### config.mk
export PLATFORM = sky130hd
export DESIGN_NAME = sst_shift_tx
export DESIGN_NICKNAME = d
export VERILOG_FILES = /design/src/shared/sst_pkg.sv /design/src/hw/sst_clkgen.sv /design/src/hw/sst_shift_tx.sv
export VERILOG_INCLUDE_DIRS = /design/src /design/src/shared
export SDC_FILE = /design/constraint.sdc
export NUM_CORES = 1
export LEC_CHECK = 0
export BUFFER_PORTS_ARGS = -buffer_cell sky130_fd_sc_hd__buf_2
export CAP_MARGIN = 20
export CORE_AREA = 4 4 120 122
export CTS_CLUSTER_DIAMETER = 120
export DETAILED_ROUTE_END_ITERATION = 7
export DIE_AREA = 0 0 124 126
export PLACE_DENSITY = 0.55
export SLEW_MARGIN = 15
export SYNTH_ARGS = -nofsm -noshare
export SYNTH_HDL_FRONTEND = slang
export SYNTH_SLANG_ARGS = --single-unit
### constraint.sdc
create_clock -name i_clk -period 3.73 [get_ports i_clk]
set_input_delay 0.5595 -clock i_clk [delete_from_list [all_inputs] [get_ports i_clk]]
set_output_delay 0.5595 -clock i_clk [all_outputs]
set_load 0.03 [all_outputs]
### src/shared/sst_consts.svh
`ifndef SST_CONSTS_SVH
`define SST_CONSTS_SVH

// ----------------------------------------------------------------
// Register offsets
// ----------------------------------------------------------------
`define SST_OFS_CONTROL_ONE   8'h00
`define SST_OFS_DATA_BUFFER   8'h04
`define SST_OFS_SERIAL_STATUS 8'h08
`define SST_OFS_BAUD_IDLE     8'h0C

// ----------------------------------------------------------------
// Field positions
// ----------------------------------------------------------------
`define SST_BIT_RUN           7
`define SST_BIT_ABORT         6
`define SST_BIT_MODE_HI       5
`define SST_BIT_MODE_LO       4
`define SST_BIT_SCK_HI        2
`define SST_BIT_SCK_LO        0
`define SST_BIT_ACTIVE        3
`define SST_BIT_SHIFT         2
`define SST_BIT_IDLE_RUN      6
`define SST_BIT_BAUD_ZERO     0

// ----------------------------------------------------------------
// Fixed read bits
// ----------------------------------------------------------------
`define SST_CTRL_ONES         32'h00000008
`define SST_STATUS_ONES       32'h000000F3
`define SST_BAUD_ONES         32'h000000BE

// ----------------------------------------------------------------
// Encodings and reset values
// ----------------------------------------------------------------
`define SST_MODE_TX           2'b00
`define SST_MODE_TXRX         2'b10
`define SST_MODE_RX           2'b11
`define SST_SCK_EXT           3'b111
`define SST_RST_MODE          2'b00
`define SST_RST_SCK           3'b000
`define SST_DUMMY_BYTE        8'hFF
`define SST_DIV_EXP_OFS       9'h002
`define SST_BYTE_LAST         3'h7

`endif

### src/shared/sst_pkg.sv
package sst_pkg;

    // ------------------------------------------------------------
    // Types
    // ------------------------------------------------------------
    typedef enum logic [1:0] {
        SST_IDLE  = 2'b00,
        SST_LOAD  = 2'b01,
        SST_SHIFT = 2'b10
    } sst_fsm_type;

    typedef struct packed {
        logic [7:0]  addr;
        logic [31:0] wdata;
        logic        wr;
        logic        rd;
    } sst_bus_type;

    typedef struct packed {
        logic [8:0] cnt;
        logic       tick;
    } sst_div_type;

    typedef struct packed {
        sst_fsm_type fsm;
        logic        run;
        logic        abort;
        logic [1:0]  mode;
        logic [2:0]  sck_sel;
        logic        idle_run;
        logic        baud_zero;
        logic [7:0]  tx_buf;
        logic        tx_full;
        logic [7:0]  rx_buf;
        logic        rx_full;
        logic [7:0]  shreg;
        logic [2:0]  cnt;
        logic        active;
        logic        shift_active_flag;
        logic        dummy;
        logic        sck_out;
        logic        sck_oe_n;
        logic        so;
        logic        irq;
        logic [31:0] rdata;
        logic        sck1;
        logic        sck2;
        logic        sck3;
        logic        si1;
        logic        si2;
    } sst_state_type;

endpackage

### src/hw/sst_clkgen.sv
`timescale 1ns/1ps
`include "sst_consts.svh"

module sst_clkgen
    import sst_pkg::*;
(
    // Clock and reset
    input  wire logic       i_clk,
    input  wire logic       i_rst,
    // Control
    input  wire logic       i_run,
    input  wire logic [2:0] i_sel,
    // Half period tick
    output logic            o_tick
);

    // ------------------------------------------------------------
    // Half period limit
    // ------------------------------------------------------------
    function automatic logic [8:0] half_limit(input logic [2:0] sel);
        logic [8:0] ex;
        ex = {6'h00, sel} + `SST_DIV_EXP_OFS;
        half_limit = (9'h001 << ex) - 9'h001;
    endfunction

    sst_div_type st;
    sst_div_type next_st;

    // ------------------------------------------------------------
    // Divider
    // ------------------------------------------------------------
    // Stopping the count restarts it, so a resumed clock gets a
    // full first half period.
    always_comb begin
        next_st = st;
        next_st.tick = 1'b0;
        if (!i_run) begin
            next_st.cnt = 9'h000;
        end else if (st.cnt >= half_limit(i_sel)) begin
            next_st.cnt = 9'h000;
            next_st.tick = 1'b1;
        end else begin
            next_st.cnt = st.cnt + 9'h001;
        end
    end

    always_ff @(posedge i_clk) begin
        if (i_rst) begin
            st <= '0;
        end else begin
            st <= next_st;
        end
    end

    assign o_tick = st.tick;

endmodule // sst_clkgen

### src/hw/sst_shift_tx.sv
// Functional notes
// - Status bit 3 shows transfer active.
// - Status bit 2 shows shift in progress.
// - Baud bit 6 keeps unit running when idle.
// - Select 111 uses external serial clock.
// - Seven internal clock rates driven out.
// - Serial clock output high at transfer start.
// - Internal clock waits until software services buffers.
// - Output changes falling edge, sample rising edge.
// - Mode picks transmit, receive or both.
// - Start sends buffered byte LSB first.
// - Buffer to shift move raises interrupt, except in receiving modes.
// - Internal transmit stalls until buffer written.
// - Last previous bit held until first fall.
// - Run cleared finishes byte, then ends.
// - Forced abort stops at once, clears active.
// - External clock, run still set: dummy byte.
// - Data buffer write and read storage separate.
//
// The implementer's own choices: the strobed register port and the placing of the registers.
`timescale 1ns/1ps
`include "sst_consts.svh"

module sst_shift_tx
    import sst_pkg::*;
(
    // Clock and reset
    input  wire logic        i_clk,
    input  wire logic        i_rst,
    // Register bus
    input  wire sst_bus_type i_bus,
    output logic [31:0]      o_rdata,
    // System
    input  wire logic        i_idle,
    // Serial pins
    input  wire logic        i_sck,
    output logic             o_sck,
    output logic             o_sck_oe_n,
    output logic             o_so,
    input  wire logic        i_si,
    // Event
    output logic             o_serial_irq
);

    sst_state_type st;
    sst_state_type next_st;

    logic tick;
    logic ext;
    logic freeze;
    logic fall;
    logic rise;
    logic tx_mode;
    logic rx_mode;
    logic div_run;
    logic can_load;

    // ------------------------------------------------------------
    // Decoders
    // ------------------------------------------------------------
    // Outside clock select; also decides who drives the pin
    function automatic logic sel_is_ext(input logic [2:0] sel);
        sel_is_ext = (sel == `SST_SCK_EXT);
    endfunction

    // Reserved code 01 behaves as plain transmit
    function automatic logic mode_sends(input logic [1:0] mode);
        mode_sends = (mode != `SST_MODE_RX);
    endfunction

    function automatic logic mode_takes(input logic [1:0] mode);
        mode_takes = mode[1];
    endfunction

    // Control readback; bit 3 is a fixed one
    function automatic logic [31:0] ctrl_word(input sst_state_type s);
        ctrl_word = `SST_CTRL_ONES
            | {24'h000000, s.run, s.abort, s.mode, 1'b0, s.sck_sel};
    endfunction

    function automatic logic [31:0] status_word(input logic act,
                                                input logic shf);
        status_word = `SST_STATUS_ONES;
        status_word[`SST_BIT_ACTIVE] = act;
        status_word[`SST_BIT_SHIFT] = shf;
    endfunction

    // Bit 0 reads back as written; software must keep it zero
    function automatic logic [31:0] baud_word(input logic run_idle,
                                              input logic zero);
        baud_word = `SST_BAUD_ONES;
        baud_word[`SST_BIT_IDLE_RUN] = run_idle;
        baud_word[`SST_BIT_BAUD_ZERO] = zero;
    endfunction

    // ------------------------------------------------------------
    // Internal clock divider
    // ------------------------------------------------------------
    assign ext     = sel_is_ext(st.sck_sel);
    assign freeze  = i_idle & ~st.idle_run;
    assign div_run = (st.fsm == SST_SHIFT) & ~ext & ~freeze;

    sst_clkgen u_clkgen (
        .i_clk  (i_clk),
        .i_rst  (i_rst),
        .i_run  (div_run),
        .i_sel  (st.sck_sel),
        .o_tick (tick)
    );

    // ------------------------------------------------------------
    // Next state
    // ------------------------------------------------------------
    always_comb begin
        next_st = st;
        next_st.irq = 1'b0;
        next_st.rdata = 32'h00000000;

        // Pins pass two flops; third flop only for edge finding
        next_st.sck1 = i_sck;
        next_st.sck2 = st.sck1;
        next_st.sck3 = st.sck2;
        next_st.si1 = i_si;
        next_st.si2 = st.si1;

        tx_mode = mode_sends(st.mode);
        rx_mode = mode_takes(st.mode);

        if (ext) begin
            fall = st.sck3 & ~st.sck2 & ~freeze;
            rise = ~st.sck3 & st.sck2 & ~freeze;
        end else begin
            // A tick that meets idle is dropped, so the pin stays put
            fall = tick & st.sck_out & ~freeze;
            rise = tick & ~st.sck_out & ~freeze;
        end

        // Internal clock only starts once the buffers its mode uses are serviced
        can_load = (!tx_mode || st.tx_full)
                 && (ext || !rx_mode || !st.rx_full);

        // --------------------------------------------------------
        // Reads
        // --------------------------------------------------------
        if (i_bus.rd) begin
            case (i_bus.addr)
                `SST_OFS_CONTROL_ONE: begin
                    next_st.rdata = ctrl_word(st);
                end
                `SST_OFS_DATA_BUFFER: begin
                    next_st.rdata = {24'h000000, st.rx_buf};
                    next_st.rx_full = 1'b0;
                end
                `SST_OFS_SERIAL_STATUS: begin
                    next_st.rdata = status_word(st.active, st.shift_active_flag);
                end
                `SST_OFS_BAUD_IDLE: begin
                    next_st.rdata = baud_word(st.idle_run, st.baud_zero);
                end
                default: begin
                    next_st.rdata = 32'h00000000;
                end
            endcase
        end

        // --------------------------------------------------------
        // Transfer sequencer
        // --------------------------------------------------------
        case (st.fsm)
            SST_IDLE: begin
                next_st.sck_out = 1'b1;
            end
            SST_LOAD: begin
                next_st.sck_out = 1'b1;
                if (!st.run) begin
                    next_st.fsm = SST_IDLE;
                    next_st.active = 1'b0;
                end else if (can_load) begin
                    next_st.shreg = tx_mode ? st.tx_buf : 8'h00;
                    next_st.cnt = 3'h0;
                    next_st.shift_active_flag = 1'b1;
                    next_st.fsm = SST_SHIFT;
                    if (tx_mode) begin
                        next_st.tx_full = 1'b0;
                        next_st.irq = ~rx_mode;
                    end
                end else if (ext && fall) begin
                    // Software missed the deadline; shift out filler
                    next_st.shreg = `SST_DUMMY_BYTE;
                    next_st.so = 1'b1;
                    next_st.dummy = 1'b1;
                    next_st.cnt = 3'h0;
                    next_st.shift_active_flag = 1'b1;
                    next_st.fsm = SST_SHIFT;
                end
            end
            SST_SHIFT: begin
                if (!ext && tick && !freeze) begin
                    next_st.sck_out = ~st.sck_out;
                end
                if (fall && tx_mode) begin
                    next_st.so = st.shreg[0];
                end
                if (rise) begin
                    next_st.shreg = {st.si2, st.shreg[7:1]};
                    next_st.cnt = st.cnt + 3'h1;
                    if (st.cnt == `SST_BYTE_LAST) begin
                        next_st.shift_active_flag = 1'b0;
                        if (rx_mode) begin
                            next_st.rx_buf = {st.si2, st.shreg[7:1]};
                            next_st.rx_full = 1'b1;
                            next_st.irq = 1'b1;
                        end
                        if (!st.run || st.dummy) begin
                            next_st.fsm = SST_IDLE;
                            next_st.active = 1'b0;
                            next_st.dummy = 1'b0;
                        end else begin
                            next_st.fsm = SST_LOAD;
                        end
                    end
                end
            end
            default: begin
                next_st.fsm = SST_IDLE;
            end
        endcase

        // --------------------------------------------------------
        // Writes, after the sequencer so a set wins over a clear
        // --------------------------------------------------------
        if (i_bus.wr) begin
            case (i_bus.addr)
                `SST_OFS_CONTROL_ONE: begin
                    next_st.run = i_bus.wdata[`SST_BIT_RUN];
                    next_st.abort = i_bus.wdata[`SST_BIT_ABORT];
                    next_st.mode =
                        i_bus.wdata[`SST_BIT_MODE_HI:`SST_BIT_MODE_LO];
                    next_st.sck_sel =
                        i_bus.wdata[`SST_BIT_SCK_HI:`SST_BIT_SCK_LO];
                    if (i_bus.wdata[`SST_BIT_ABORT]) begin
                        next_st.fsm = SST_IDLE;
                        next_st.active = 1'b0;
                        next_st.shift_active_flag = 1'b0;
                        next_st.dummy = 1'b0;
                        next_st.sck_out = 1'b1;
                    end else if (i_bus.wdata[`SST_BIT_RUN]
                                 && st.fsm == SST_IDLE) begin
                        next_st.fsm = SST_LOAD;
                        next_st.active = 1'b1;
                        next_st.sck_out = 1'b1;
                    end
                end
                `SST_OFS_DATA_BUFFER: begin
                    next_st.tx_buf = i_bus.wdata[7:0];
                    next_st.tx_full = 1'b1;
                end
                `SST_OFS_BAUD_IDLE: begin
                    next_st.idle_run = i_bus.wdata[`SST_BIT_IDLE_RUN];
                    // Stored as written; software keeps it zero
                    next_st.baud_zero = i_bus.wdata[`SST_BIT_BAUD_ZERO];
                end
                default: begin
                    next_st.run = st.run;
                end
            endcase
        end

        // External clock input leaves the pin undriven
        next_st.sck_oe_n = sel_is_ext(next_st.sck_sel);
    end

    // ------------------------------------------------------------
    // State register
    // ------------------------------------------------------------
    always_ff @(posedge i_clk) begin
        if (i_rst) begin
            st <= '0;
            st.fsm <= SST_IDLE;
            st.mode <= `SST_RST_MODE;
            st.sck_sel <= `SST_RST_SCK;
            st.sck_out <= 1'b1;
            st.sck1 <= 1'b1;
            st.sck2 <= 1'b1;
            st.sck3 <= 1'b1;
        end else begin
            st <= next_st;
        end
    end

    // ------------------------------------------------------------
    // Outputs
    // ------------------------------------------------------------
    assign o_rdata      = st.rdata;
    assign o_sck        = st.sck_out;
    assign o_sck_oe_n   = st.sck_oe_n;
    assign o_so         = st.so;
    assign o_serial_irq = st.irq;

endmodule // sst_shift_tx

==> results_tabular.tex, run 1 <==
\begin{tabular}{lr}
\hline
Metric & Value \\
\hline
\multicolumn{2}{l}{\textbf{Worst setup path}} \\
\quad Highest cell delay on the worst timing path & 0.44 ns \\
\quad Category of the critical setup timing path & flop to flop \\
\quad Worst path arrival time & 3.64 ns \\
\quad Critical path startpoint category & flop \\
\quad Cell chain of the critical path & ha\_1, nor2\_1, nand3b\_1, ha\_1, nor3\_1, mux2\_2, a22oi\_1, ha\_1, a21o\_1, a2111oi\_0, buf\_4, a21oi\_1, a21o\_1, nor2\_1 \\
\quad CP max-delay cell & sky130\_fd\_sc\_hd\_\_dfxtp\_1 \\
\quad Crit path buffers/inverters & 1 \\
\quad CP dominant cell by count & sky130\_fd\_sc\_hd\_\_ha\_1 \\
\quad Data required, critical path & 4.00 ns \\
\quad Critical Path Sink Type & flop \\
\quad Cell type group with the largest total delay on the critical path & compound AO/OA/AOI/OAI gates \\
\quad Highest net fanout along the worst path & 9 \\
\multicolumn{2}{l}{\textbf{Synth}} \\
\quad Largest cells by area after synthesis & sky130\_fd\_sc\_hd\_\_dfxtp\_1 36\%, sky130\_fd\_sc\_hd\_\_mux2i\_1 8.2\%, sky130\_fd\_sc\_hd\_\_buf\_4 6.4\% \\
\quad Most used standard cell by instance count after synthesis & sky130\_fd\_sc\_hd\_\_dfxtp\_1 \\
\quad Post-synthesis instance area & 3900 um\^{}2 \\
\quad Share of synthesized registers carrying an async set or reset & 0\% \\
\quad Top post-synthesis cells by count & 70 x sky130\_fd\_sc\_hd\_\_dfxtp\_1, 56 x sky130\_fd\_sc\_hd\_\_nor2\_1, 33 x sky130\_fd\_sc\_hd\_\_buf\_4, 32 x sky130\_fd\_sc\_hd\_\_mux2i\_1, 31 x sky130\_fd\_sc\_hd\_\_a21oi\_1 \\
\quad Area share of the largest cell type after synthesis & a little over a third \\
\quad Number of register bits inferred by synthesis & 70 \\
\quad Top cell type by total area after synthesis & sky130\_fd\_sc\_hd\_\_dfxtp\_1 \\
\quad Number of instances in the synthesized netlist & 445 \\
\quad Count of flip-flops with a built-in enable after synthesis & 0 \\
\quad Most used flip-flop cell after synthesis & sky130\_fd\_sc\_hd\_\_dfxtp\_1 \\
\quad Number of different library cells in the post-synthesis netlist & 60 \\
\quad Yosys warnings & 0 \\
\quad Syn avg cell area & 8.77 um\^{}2 \\
\quad Sequential fraction of the synthesis area & 35.9\% \\
\multicolumn{2}{l}{\textbf{Clocking}} \\
\quad Deepest level of the CTS H-tree & 3 \\
\quad Num CTS Buffers & 9 \\
\quad TritonCTS clock tree & yes \\
\quad Root cell of the clock tree & sky130\_fd\_sc\_hd\_\_clkbuf\_16 \\
\quad Number of buffers on the longest clock path & 2 \\
\quad CTS sink cnt & 70 \\
\quad Clock Latency Late Sink & 0.33 ns \\
\quad Total of cells resized after clock tree synthesis & 0 \\
\quad Number of buffers inserted for hold repair after clock tree synthesis & 0 \\
\quad Clock input transition at the sequential cells of the worst setup and hold paths & 0.05 ns \\
\quad Setup fix buffers added after clock tree synthesis & 0 \\
\multicolumn{2}{l}{\textbf{Flow run}} \\
\quad Max-cap viol count & 0 \\
\multicolumn{2}{l}{\textbf{Status}} \\
\quad Result of the run & completed \\
\multicolumn{2}{l}{\textbf{Route}} \\
\quad Drt total wl & 9030 um \\
\quad Routed vias & between 3000 and 4000 \\
\quad DRT antenna net count & 0 \\
\quad Routed len/inst & 14.1 um \\
\quad DRT iter0 DRCs & 244 \\
\quad Router iterations before antenna repair & 5 \\
\quad DRC violations left & 0 \\
\quad Via-per-instance ratio & 4.74 \\
\multicolumn{2}{l}{\textbf{Pwr}} \\
\quad Fraction of power consumed by sequential logic & 42.7\% \\
\quad Overall power & 1.76 mW \\
\quad Cell leakage power & 1.84 nW \\
\quad Max VDD drop & $\sim$0.00021 V \\
\quad Sw Ratio & 21.3\% \\
\quad Pwr Density & 401 nW/um\^{}2 \\
\quad Portion of total power attributed to combinational logic & approximately 4.6\% \\
\quad Sw Pwr & 0.375 mW \\
\quad Cell-internal power & 1.39 mW \\
\quad Part of the power in the clock network & 52.7\% \\
\multicolumn{2}{l}{\textbf{Die}} \\
\quad Overall die height & 126 um \\
\quad Full die area & $\sim$16000 um\^{}2 \\
\quad Number of standard-cell rows in the floorplan & 42 \\
\quad X dimension of the die & $\sim$120 um \\
\quad IO Count & 83 \\
\quad Core Footprint & 13200 um\^{}2 \\
\quad Starting density of the core & 29.6\% \\
\multicolumn{2}{l}{\textbf{Global route}} \\
\quad Overall track demand over capacity in global routing & 12.1\% \\
\quad Via count of the first global-routing pass & 2914 \\
\quad Wire length of the first global-routing pass & around 15000 um \\
\quad Largest net degree at the start of global routing & 45 \\
\quad Total congestion overflow after global routing & 0 \\
\quad Number of antenna violations at the first check in global routing & 1 \\
\multicolumn{2}{l}{\textbf{Cells and area}} \\
\quad Final design area excluding fillers & 4390 um\^{}2 \\
\quad Ratio of cells with drive above 1 in the final layout & between 15 and 20\% \\
\quad Number of diodes & 0 \\
\quad Final cell count without fillers & 642 \\
\quad Layout Nets & 527 \\
\quad Area growth from synthesis to layout & 12.5\% \\
\multicolumn{2}{l}{\textbf{Timing}} \\
\quad Least-Margin Pin Slew & 0.787 ns \\
\quad Maximum clock frequency & 297 MHz \\
\quad Setup TNS Final & 0 ns \\
\quad Clock tree skew after final layout & 0.00462 ns \\
\quad Min Tclk post-route & 3.37 ns \\
\quad RSZ-0062 raised after global routing & false \\
\quad Worst slew margin & 47.3\% \\
\quad Setup Viol. Count Final & 0 \\
\quad Crit share post-route & 90.4\% \\
\quad Max Slew Vio Count & 0 \\
\quad Fin. Hold Viols & 0 \\
\multicolumn{2}{l}{\textbf{Placed design}} \\
\quad DP HPWL & 6590 um \\
\quad Number of port buffers & 34 \\
\quad Post-placement cell count & $\sim$630 \\
\quad Dpl cell area & about 4000 um\^{}2 \\
\quad Routability-driven placement congestion ratio & 0.852 \\
\multicolumn{2}{l}{\textbf{Hold path}} \\
\quad Path type of the worst min-delay path & primary input to flop \\
\hline
\end{tabular}
-- worst register-to-register path, cell delays in order, from the launching register on --
cell	delay, ns
sky130_fd_sc_hd__dfxtp_1	0.44
sky130_fd_sc_hd__ha_1	0.35
sky130_fd_sc_hd__nor2_1	0.21
sky130_fd_sc_hd__nand3b_1	0.14
sky130_fd_sc_hd__ha_1	0.22
sky130_fd_sc_hd__nor3_1	0.24
sky130_fd_sc_hd__mux2_2	0.20
sky130_fd_sc_hd__a22oi_1	0.07
sky130_fd_sc_hd__ha_1	0.20
sky130_fd_sc_hd__a21o_1	0.15
sky130_fd_sc_hd__a2111oi_0	0.40
sky130_fd_sc_hd__buf_4	0.19
sky130_fd_sc_hd__a21oi_1	0.09
sky130_fd_sc_hd__a21o_1	0.29
sky130_fd_sc_hd__nor2_1	0.14
-- final timing paths --
kind               from             end  slack [ns]  depth (start not counted)
max              st[77]  u_clkgen.st[5]        0.36                         14
min               i_sck      next_st[3]        0.41                          2
max reg2reg      st[77]  u_clkgen.st[5]        0.36                         14
min reg2reg  next_st[3]      next_st[2]        0.41                          1
-- flip-flops by register name, summed over array words and instances (netlist names) --
register,flops
o_sck_oe_n,1
o_rdata,8
o_so,1
u_clkgen.o_tick,1
next_st,3
st,44
rx_mode,1
o_serial_irq,1
o_sck,1
u_clkgen.st,9
-- cells by family (layout without fill, tap and decap cells) --
logic type	count (synthesis)	count (layout)	synth area share, %
buffers and inverters	76	74	11.2
other	1	24	0.0961
XOR/XNOR	8	8	1.80
AO/OA/AOI/OAI	90	90	14.9
adder cells (fa/ha/maj)	18	18	5.77
flip-flops	70	70	35.9
AND/OR/NAND/NOR	139	139	18.2
multiplexers	43	43	12.1
-- power by group through the flow --
stage	sequential, mW	clock (mW)	combinational [mW]
after floorplan	0.768	0	0.0763
after global placement	0.768	0	0.0804
after detailed placement	0.768	0	0.0807
after CTS	0.752	0.950	0.0810
after global routing	0.752	0.995	0.0881
final	0.752	0.928	0.0814
-- cell type report --
class | instances | area [um^2]
fill | 1342 | 8800
timing repair buffer | 42 | 230
clock inverter | 3 | 67.6
clock buffer | 12 | 256
multi-input combinational | 322 | 2150
tap | 176 | 220
inverter | 17 | 63.8
sequential | 70 | 1400
-- per-layer routing --
metal | GRT usage (%) | part of all wire, % | vias up
met1 | 17.0 | 49 | 1414
met5 | 0 | 0.078 | -
met3 | 2.78 | 6.1 | 12
met2 | 17.4 | 43 | 77
met4 | 5.48 | 1.9 | 2
li1 | - | - | 1535
-- cells in the final DEF (no fill, tap or decap), types with 4 or more instances in the layout --
master and n:
sky130_fd_sc_hd__nor2_1 56, sky130_fd_sc_hd__mux2_2 4, sky130_fd_sc_hd__o211ai_1 9, sky130_fd_sc_hd__mux2_4 7
sky130_fd_sc_hd__inv_1 16, sky130_fd_sc_hd__ha_1 18, sky130_fd_sc_hd__conb_1 24, sky130_fd_sc_hd__nor3_1 7
sky130_fd_sc_hd__a211oi_1 8, sky130_fd_sc_hd__clkbuf_16 9, sky130_fd_sc_hd__nand3_1 13, sky130_fd_sc_hd__o21ai_0 18
sky130_fd_sc_hd__nor2b_1 15, sky130_fd_sc_hd__nand2_1 19, sky130_fd_sc_hd__xor2_1 4, sky130_fd_sc_hd__buf_2 34
sky130_fd_sc_hd__buf_4 8, sky130_fd_sc_hd__mux2i_1 32, sky130_fd_sc_hd__dfxtp_1 70, sky130_fd_sc_hd__a21oi_1 31
sky130_fd_sc_hd__xnor2_1 4
-- per-stage QoR --
stage | utilization [%] | setup WS [ns] | hold slack (ns)
2_1_floorplan | - | 0.467 | 0.389
3_3_place_gp | 30.8 | 0.410 | 0.396
3_5_place_dp | 30.8 | 0.384 | 0.399
4_1_cts | 33.3 | 0.340 | 0.403
5_1_grt | 33.3 | 0.0239 | 0.423
6_report | 33.3 | 0.358 | 0.410
(Power assumes the default switching activity.)
==> run 2: changes to the inputs <==
--- a/config.mk
+++ b/config.mk
@@ -6,13 +6,14 @@
 export SDC_FILE = /design/constraint.sdc
 export NUM_CORES = 1
 export LEC_CHECK = 0
+export ABC_AREA = 1
 export BUFFER_PORTS_ARGS = -buffer_cell sky130_fd_sc_hd__buf_2
 export CAP_MARGIN = 20
 export CORE_AREA = 4 4 120 122
 export CTS_CLUSTER_DIAMETER = 120
 export DETAILED_ROUTE_END_ITERATION = 7
 export DIE_AREA = 0 0 124 126
-export PLACE_DENSITY = 0.55
+export PLACE_DENSITY = 0.56
 export SLEW_MARGIN = 15
 export SYNTH_ARGS = -nofsm -noshare
 export SYNTH_HDL_FRONTEND = slang
==> run 2 against run 1 <==
Critical path depth down 2. Sequential power hardly changed. Fmax is 9.7% higher. Core utilization rose by 0.80 points. Clock power rose by 9%. Clock skew grew 0.00089 ns. Non-clock buffer count fell by 6. First-iteration DRC count increased by 41%.
==> results_tabular.tex, run 2 <==
\begin{tabular}{lr}
\hline
Metric & Value \\
\hline
\multicolumn{2}{l}{\textbf{Die}} \\
\quad Core Footprint & 13200 um\^{}2 (unchanged) \\
\quad Full die area & 15600 um\^{}2 (unchanged) \\
\quad IO Count & 83 (unchanged) \\
\quad X dimension of the die & 124 um (unchanged) \\
\quad Number of standard-cell rows in the floorplan & 42 (unchanged) \\
\quad Starting density of the core & 30.0\% (+0.43 points) \\
\quad Overall die height & 126 um (unchanged) \\
\multicolumn{2}{l}{\textbf{Flow run}} \\
\quad Max-cap viol count & 0 (unchanged) \\
\multicolumn{2}{l}{\textbf{Route}} \\
\quad Routed length on met2 & 4090 um (+5.7\%) \\
\quad Wire length the detailed router placed on met1 & 4230 um (-4.4\%) \\
\quad Detail Route met3 WL & 555 um (+0.54\%) \\
\quad Drt total wl & 9080 um (+0.55\%) \\
\quad Routed vias & 3409 (+12\%) \\
\quad DRT iter0 DRCs & 343 (+41\%) \\
\quad Via-per-instance ratio & 4.41 (-6.9\%) \\
\quad DRT antenna net count & 0 (unchanged) \\
\quad Uppermost signal routing layer after detailed routing & met4 \\
\quad DRC violations left & 0 (unchanged) \\
\quad Router iterations before antenna repair & 4 (-1) \\
\quad Routed len/inst & 11.7 um (-16\%) \\
\multicolumn{2}{l}{\textbf{Clocking}} \\
\quad Clock input transition at the sequential cells of the worst setup and hold paths & 0.05 ns (about the same) \\
\quad Number of buffers inserted for hold repair after clock tree synthesis & 0 (unchanged) \\
\quad TritonCTS clock tree & yes \\
\quad Root cell of the clock tree & sky130\_fd\_sc\_hd\_\_clkbuf\_16 \\
\quad Setup fix buffers added after clock tree synthesis & 0 (unchanged) \\
\quad Total of cells resized after clock tree synthesis & 0 (unchanged) \\
\quad Clock Latency Late Sink & 0.33 ns (about the same) \\
\quad CTS sink cnt & 70 (unchanged) \\
\quad Num CTS Buffers & 9 (unchanged) \\
\quad Number of buffers on the longest clock path & 2 (unchanged) \\
\quad Deepest level of the CTS H-tree & 3 (unchanged) \\
\multicolumn{2}{l}{\textbf{Hold path}} \\
\quad Path type of the worst min-delay path & flop to flop \\
\multicolumn{2}{l}{\textbf{Global route}} \\
\quad Total congestion overflow after global routing & 0 (unchanged) \\
\quad Number of antenna violations at the first check in global routing & 0 (-1) \\
\quad Largest net degree at the start of global routing & 23 (-49\%) \\
\quad Via count of the first global-routing pass & 3222 (+11\%) \\
\quad Overall track demand over capacity in global routing & 12.3\% (+0.20 points) \\
\quad Wire length of the first global-routing pass & 15200 um (+2.7\%) \\
\multicolumn{2}{l}{\textbf{Cells and area}} \\
\quad Most common cell after layout, fill and taps aside & sky130\_fd\_sc\_hd\_\_nand2\_1 \\
\quad Area growth from synthesis to layout & 13.6\% \\
\quad Filler cell count in the final layout & 1391 (+3.7\%) \\
\quad Register ranked first by flip-flop count & st \\
\quad Number of diodes & 0 (unchanged) \\
\quad Number of flip-flops in the largest register & 44 (unchanged) \\
\quad Final design area excluding fillers & 4490 um\^{}2 (+2.4\%) \\
\quad Commonest cells after routing, fill and taps aside & 127 x sky130\_fd\_sc\_hd\_\_nand2\_1, 86 x sky130\_fd\_sc\_hd\_\_inv\_1, 70 x sky130\_fd\_sc\_hd\_\_dfxtp\_1 \\
\quad Layout Nets & 657 (+25\%) \\
\quad Ratio of cells with drive above 1 in the final layout & 12.6\% (-4.0 points) \\
\multicolumn{2}{l}{\textbf{Worst setup path}} \\
\quad Crit path buffers/inverters & 0 (-1) \\
\quad Worst path arrival time & 3.32 ns (-0.32 ns) \\
\quad CP dominant cell by count & sky130\_fd\_sc\_hd\_\_ha\_1 \\
\quad Critical path startpoint category & flop \\
\quad Highest net fanout along the worst path & 10 (+1) \\
\quad Critical Path Sink Type & flop \\
\quad Cell type group with the largest total delay on the critical path & simple AND/OR/NAND/NOR gates \\
\quad Highest cell delay on the worst timing path & 0.46 ns (+0.02 ns) \\
\quad Category of the critical setup timing path & flop to flop \\
\quad CP max-delay cell & sky130\_fd\_sc\_hd\_\_dfxtp\_1 \\
\quad Cell chain of the critical path & ha\_1, nor2\_1, nand3\_1, ha\_1, nand2\_1, nor2\_1, xor2\_1, ha\_1, a21oi\_1, o21a\_1, nand4\_1, nor3b\_1 \\
\quad Data required, critical path & 3.98 ns (-0.02 ns) \\
\multicolumn{2}{l}{\textbf{Pwr}} \\
\quad Max VDD drop & 0.000232 V (+8.3\%) \\
\quad Cell leakage power & 2.13 nW (+16\%) \\
\quad Overall power & 1.84 mW (+4.6\%) \\
\quad Pwr Density & 410 nW/um\^{}2 (+2.2\%) \\
\multicolumn{2}{l}{\textbf{Placed design}} \\
\quad Dpl cell area & 4140 um\^{}2 (+1.8\%) \\
\quad Routability-driven placement congestion ratio & 0.836 (-1.9\%) \\
\quad DP HPWL & 6790 um (+3.0\%) \\
\quad Dpl ws & 0.649 ns (+0.265 ns) \\
\quad Number of port buffers & 34 (unchanged) \\
\multicolumn{2}{l}{\textbf{Synth}} \\
\quad Number of register bits inferred by synthesis & 70 (unchanged) \\
\quad Largest cells by area after synthesis & sky130\_fd\_sc\_hd\_\_dfxtp\_1 35\%, sky130\_fd\_sc\_hd\_\_nand2\_1 12\%, sky130\_fd\_sc\_hd\_\_inv\_1 8.2\% \\
\quad Most used standard cell by instance count after synthesis & sky130\_fd\_sc\_hd\_\_nand2\_1 \\
\quad Number of different library cells in the post-synthesis netlist & 38 (-37\%) \\
\quad Number of instances in the synthesized netlist & 567 (+27\%) \\
\quad Top post-synthesis cells by count & 127 x sky130\_fd\_sc\_hd\_\_nand2\_1, 86 x sky130\_fd\_sc\_hd\_\_inv\_1, 70 x sky130\_fd\_sc\_hd\_\_dfxtp\_1, 49 x sky130\_fd\_sc\_hd\_\_nor2\_1, 38 x sky130\_fd\_sc\_hd\_\_a21oi\_1 \\
\quad Area share of the largest cell type after synthesis & 35.4\% (-0.51 points) \\
\quad Share of synthesized registers carrying an async set or reset & 0\% (unchanged) \\
\quad Yosys warnings & 0 (unchanged) \\
\quad Sequential fraction of the synthesis area & 35.4\% (-0.51 points) \\
\quad Syn avg cell area & 6.98 um\^{}2 (-20\%) \\
\quad Post-synthesis instance area & 3960 um\^{}2 (+1.4\%) \\
\quad Most used flip-flop cell after synthesis & sky130\_fd\_sc\_hd\_\_dfxtp\_1 \\
\quad Top cell type by total area after synthesis & sky130\_fd\_sc\_hd\_\_dfxtp\_1 \\
\quad Count of flip-flops with a built-in enable after synthesis & 0 (unchanged) \\
\multicolumn{2}{l}{\textbf{Timing}} \\
\quad Maximum clock frequency & 325 MHz (+9.7\%) \\
\quad Least-Margin Pin Slew & 0.750 ns (-0.0366 ns) \\
\quad Setup Viol. Count Final & 0 (unchanged) \\
\quad RSZ-0062 raised after global routing & false \\
\quad Worst slew margin & 50.0\% (+2.7 points) \\
\quad Least setup slack across all paths after layout & 0.655 ns (+0.297 ns) \\
\quad Setup TNS Final & 0 ns (unchanged) \\
\quad Crit share post-route & 82.4\% (-8.0 points) \\
\quad Min Tclk post-route & 3.07 ns (-0.297 ns) \\
\quad Fin. Hold Viols & 0 (unchanged) \\
\quad Clock tree skew after final layout & 0.00551 ns (+0.000890 ns) \\
\quad Max Slew Vio Count & 0 (unchanged) \\
\multicolumn{2}{l}{\textbf{Status}} \\
\quad Result of the run & completed \\
\hline
\end{tabular}
[run 2: final timing paths]
path,slack (ns),end,from,cells past startpoint
setup reg to reg,0.66,u_clkgen.st[2],st[76],12
setup / recovery,0.66,u_clkgen.st[2],st[76],12
hold / removal,0.40,st[0],next_st[0],2
hold reg to reg,0.40,st[0],next_st[0],2
[run 2: cells by family (layout without fill, tap and decap cells)]
family / Yosys count / in the layout / share of synthesized area (%)
AO/OA/AOI/OAI: 85 / 85 / 12.0
XOR/XNOR: 10 / 10 / 2.21
adder cells (fa/ha/maj): 18 / 18 / 5.69
buffers and inverters: 132 / 139 / 16.2
flip-flops: 70 / 70 / 35.4
other: 1 / 24 / 0.0948
AND/OR/NAND/NOR: 251 / 251 / 28.4
[run 2: worst register-to-register path, cell delays in order (launching register included)]
cell and delay, ns:
sky130_fd_sc_hd__dfxtp_1 0.46, sky130_fd_sc_hd__ha_1 0.31, sky130_fd_sc_hd__nor2_1 0.25, sky130_fd_sc_hd__nand3_1 0.11, sky130_fd_sc_hd__ha_1 0.24, sky130_fd_sc_hd__nand2_1 0.15, sky130_fd_sc_hd__nor2_1 0.07, sky130_fd_sc_hd__xor2_1 0.15
sky130_fd_sc_hd__ha_1 0.31, sky130_fd_sc_hd__a21oi_1 0.15, sky130_fd_sc_hd__o21a_1 0.13, sky130_fd_sc_hd__nand4_1 0.37, sky130_fd_sc_hd__nor3b_1 0.29
[run 2: where the power goes]
| group | switching [mW] | internal (mW) | total (mW) | leakage, nW |
|---|---|---|---|---|
| registers | 0.00131 | 0.751 | 0.752 | 0.565 |
| logic | 0.0627 | 0.0162 | 0.0789 | 1.40 |
| clock network | 0.323 | 0.689 | 1.01 | 0.168 |
| total | 0.387 | 1.46 | 1.84 | 2.13 |
[run 2: layout make-up]
type	count	area (um^2)	share of cell area, %
clock buffer	11	253	5.62
clock inverter	5	105	2.34
inverter	87	329	7.32
multi-input combinational	388	2000	44.5
sequential	70	1400	31.2
tap	176	220	4.90
timing repair buffer	36	185	4.12
[run 2: through the flow]
step / std cells / hold WS (ns) / utilization [%]
floorplan: 590 / 0.388 / -
global placement: 757 / 0.391 / 31.4
detailed placement: 757 / 0.395 / 31.4
CTS: 773 / 0.407 / 34.1
global route: 773 / 0.413 / 34.1
finish: 773 / 0.402 / 34.1
[run 2: metal layers]
metal  vias up  global-route usage (%)
li1       1803                       -
met1      1503                    15.9
met2        89                    18.9
met3        14                    2.96
met4         0                    6.06
met5         -                       0
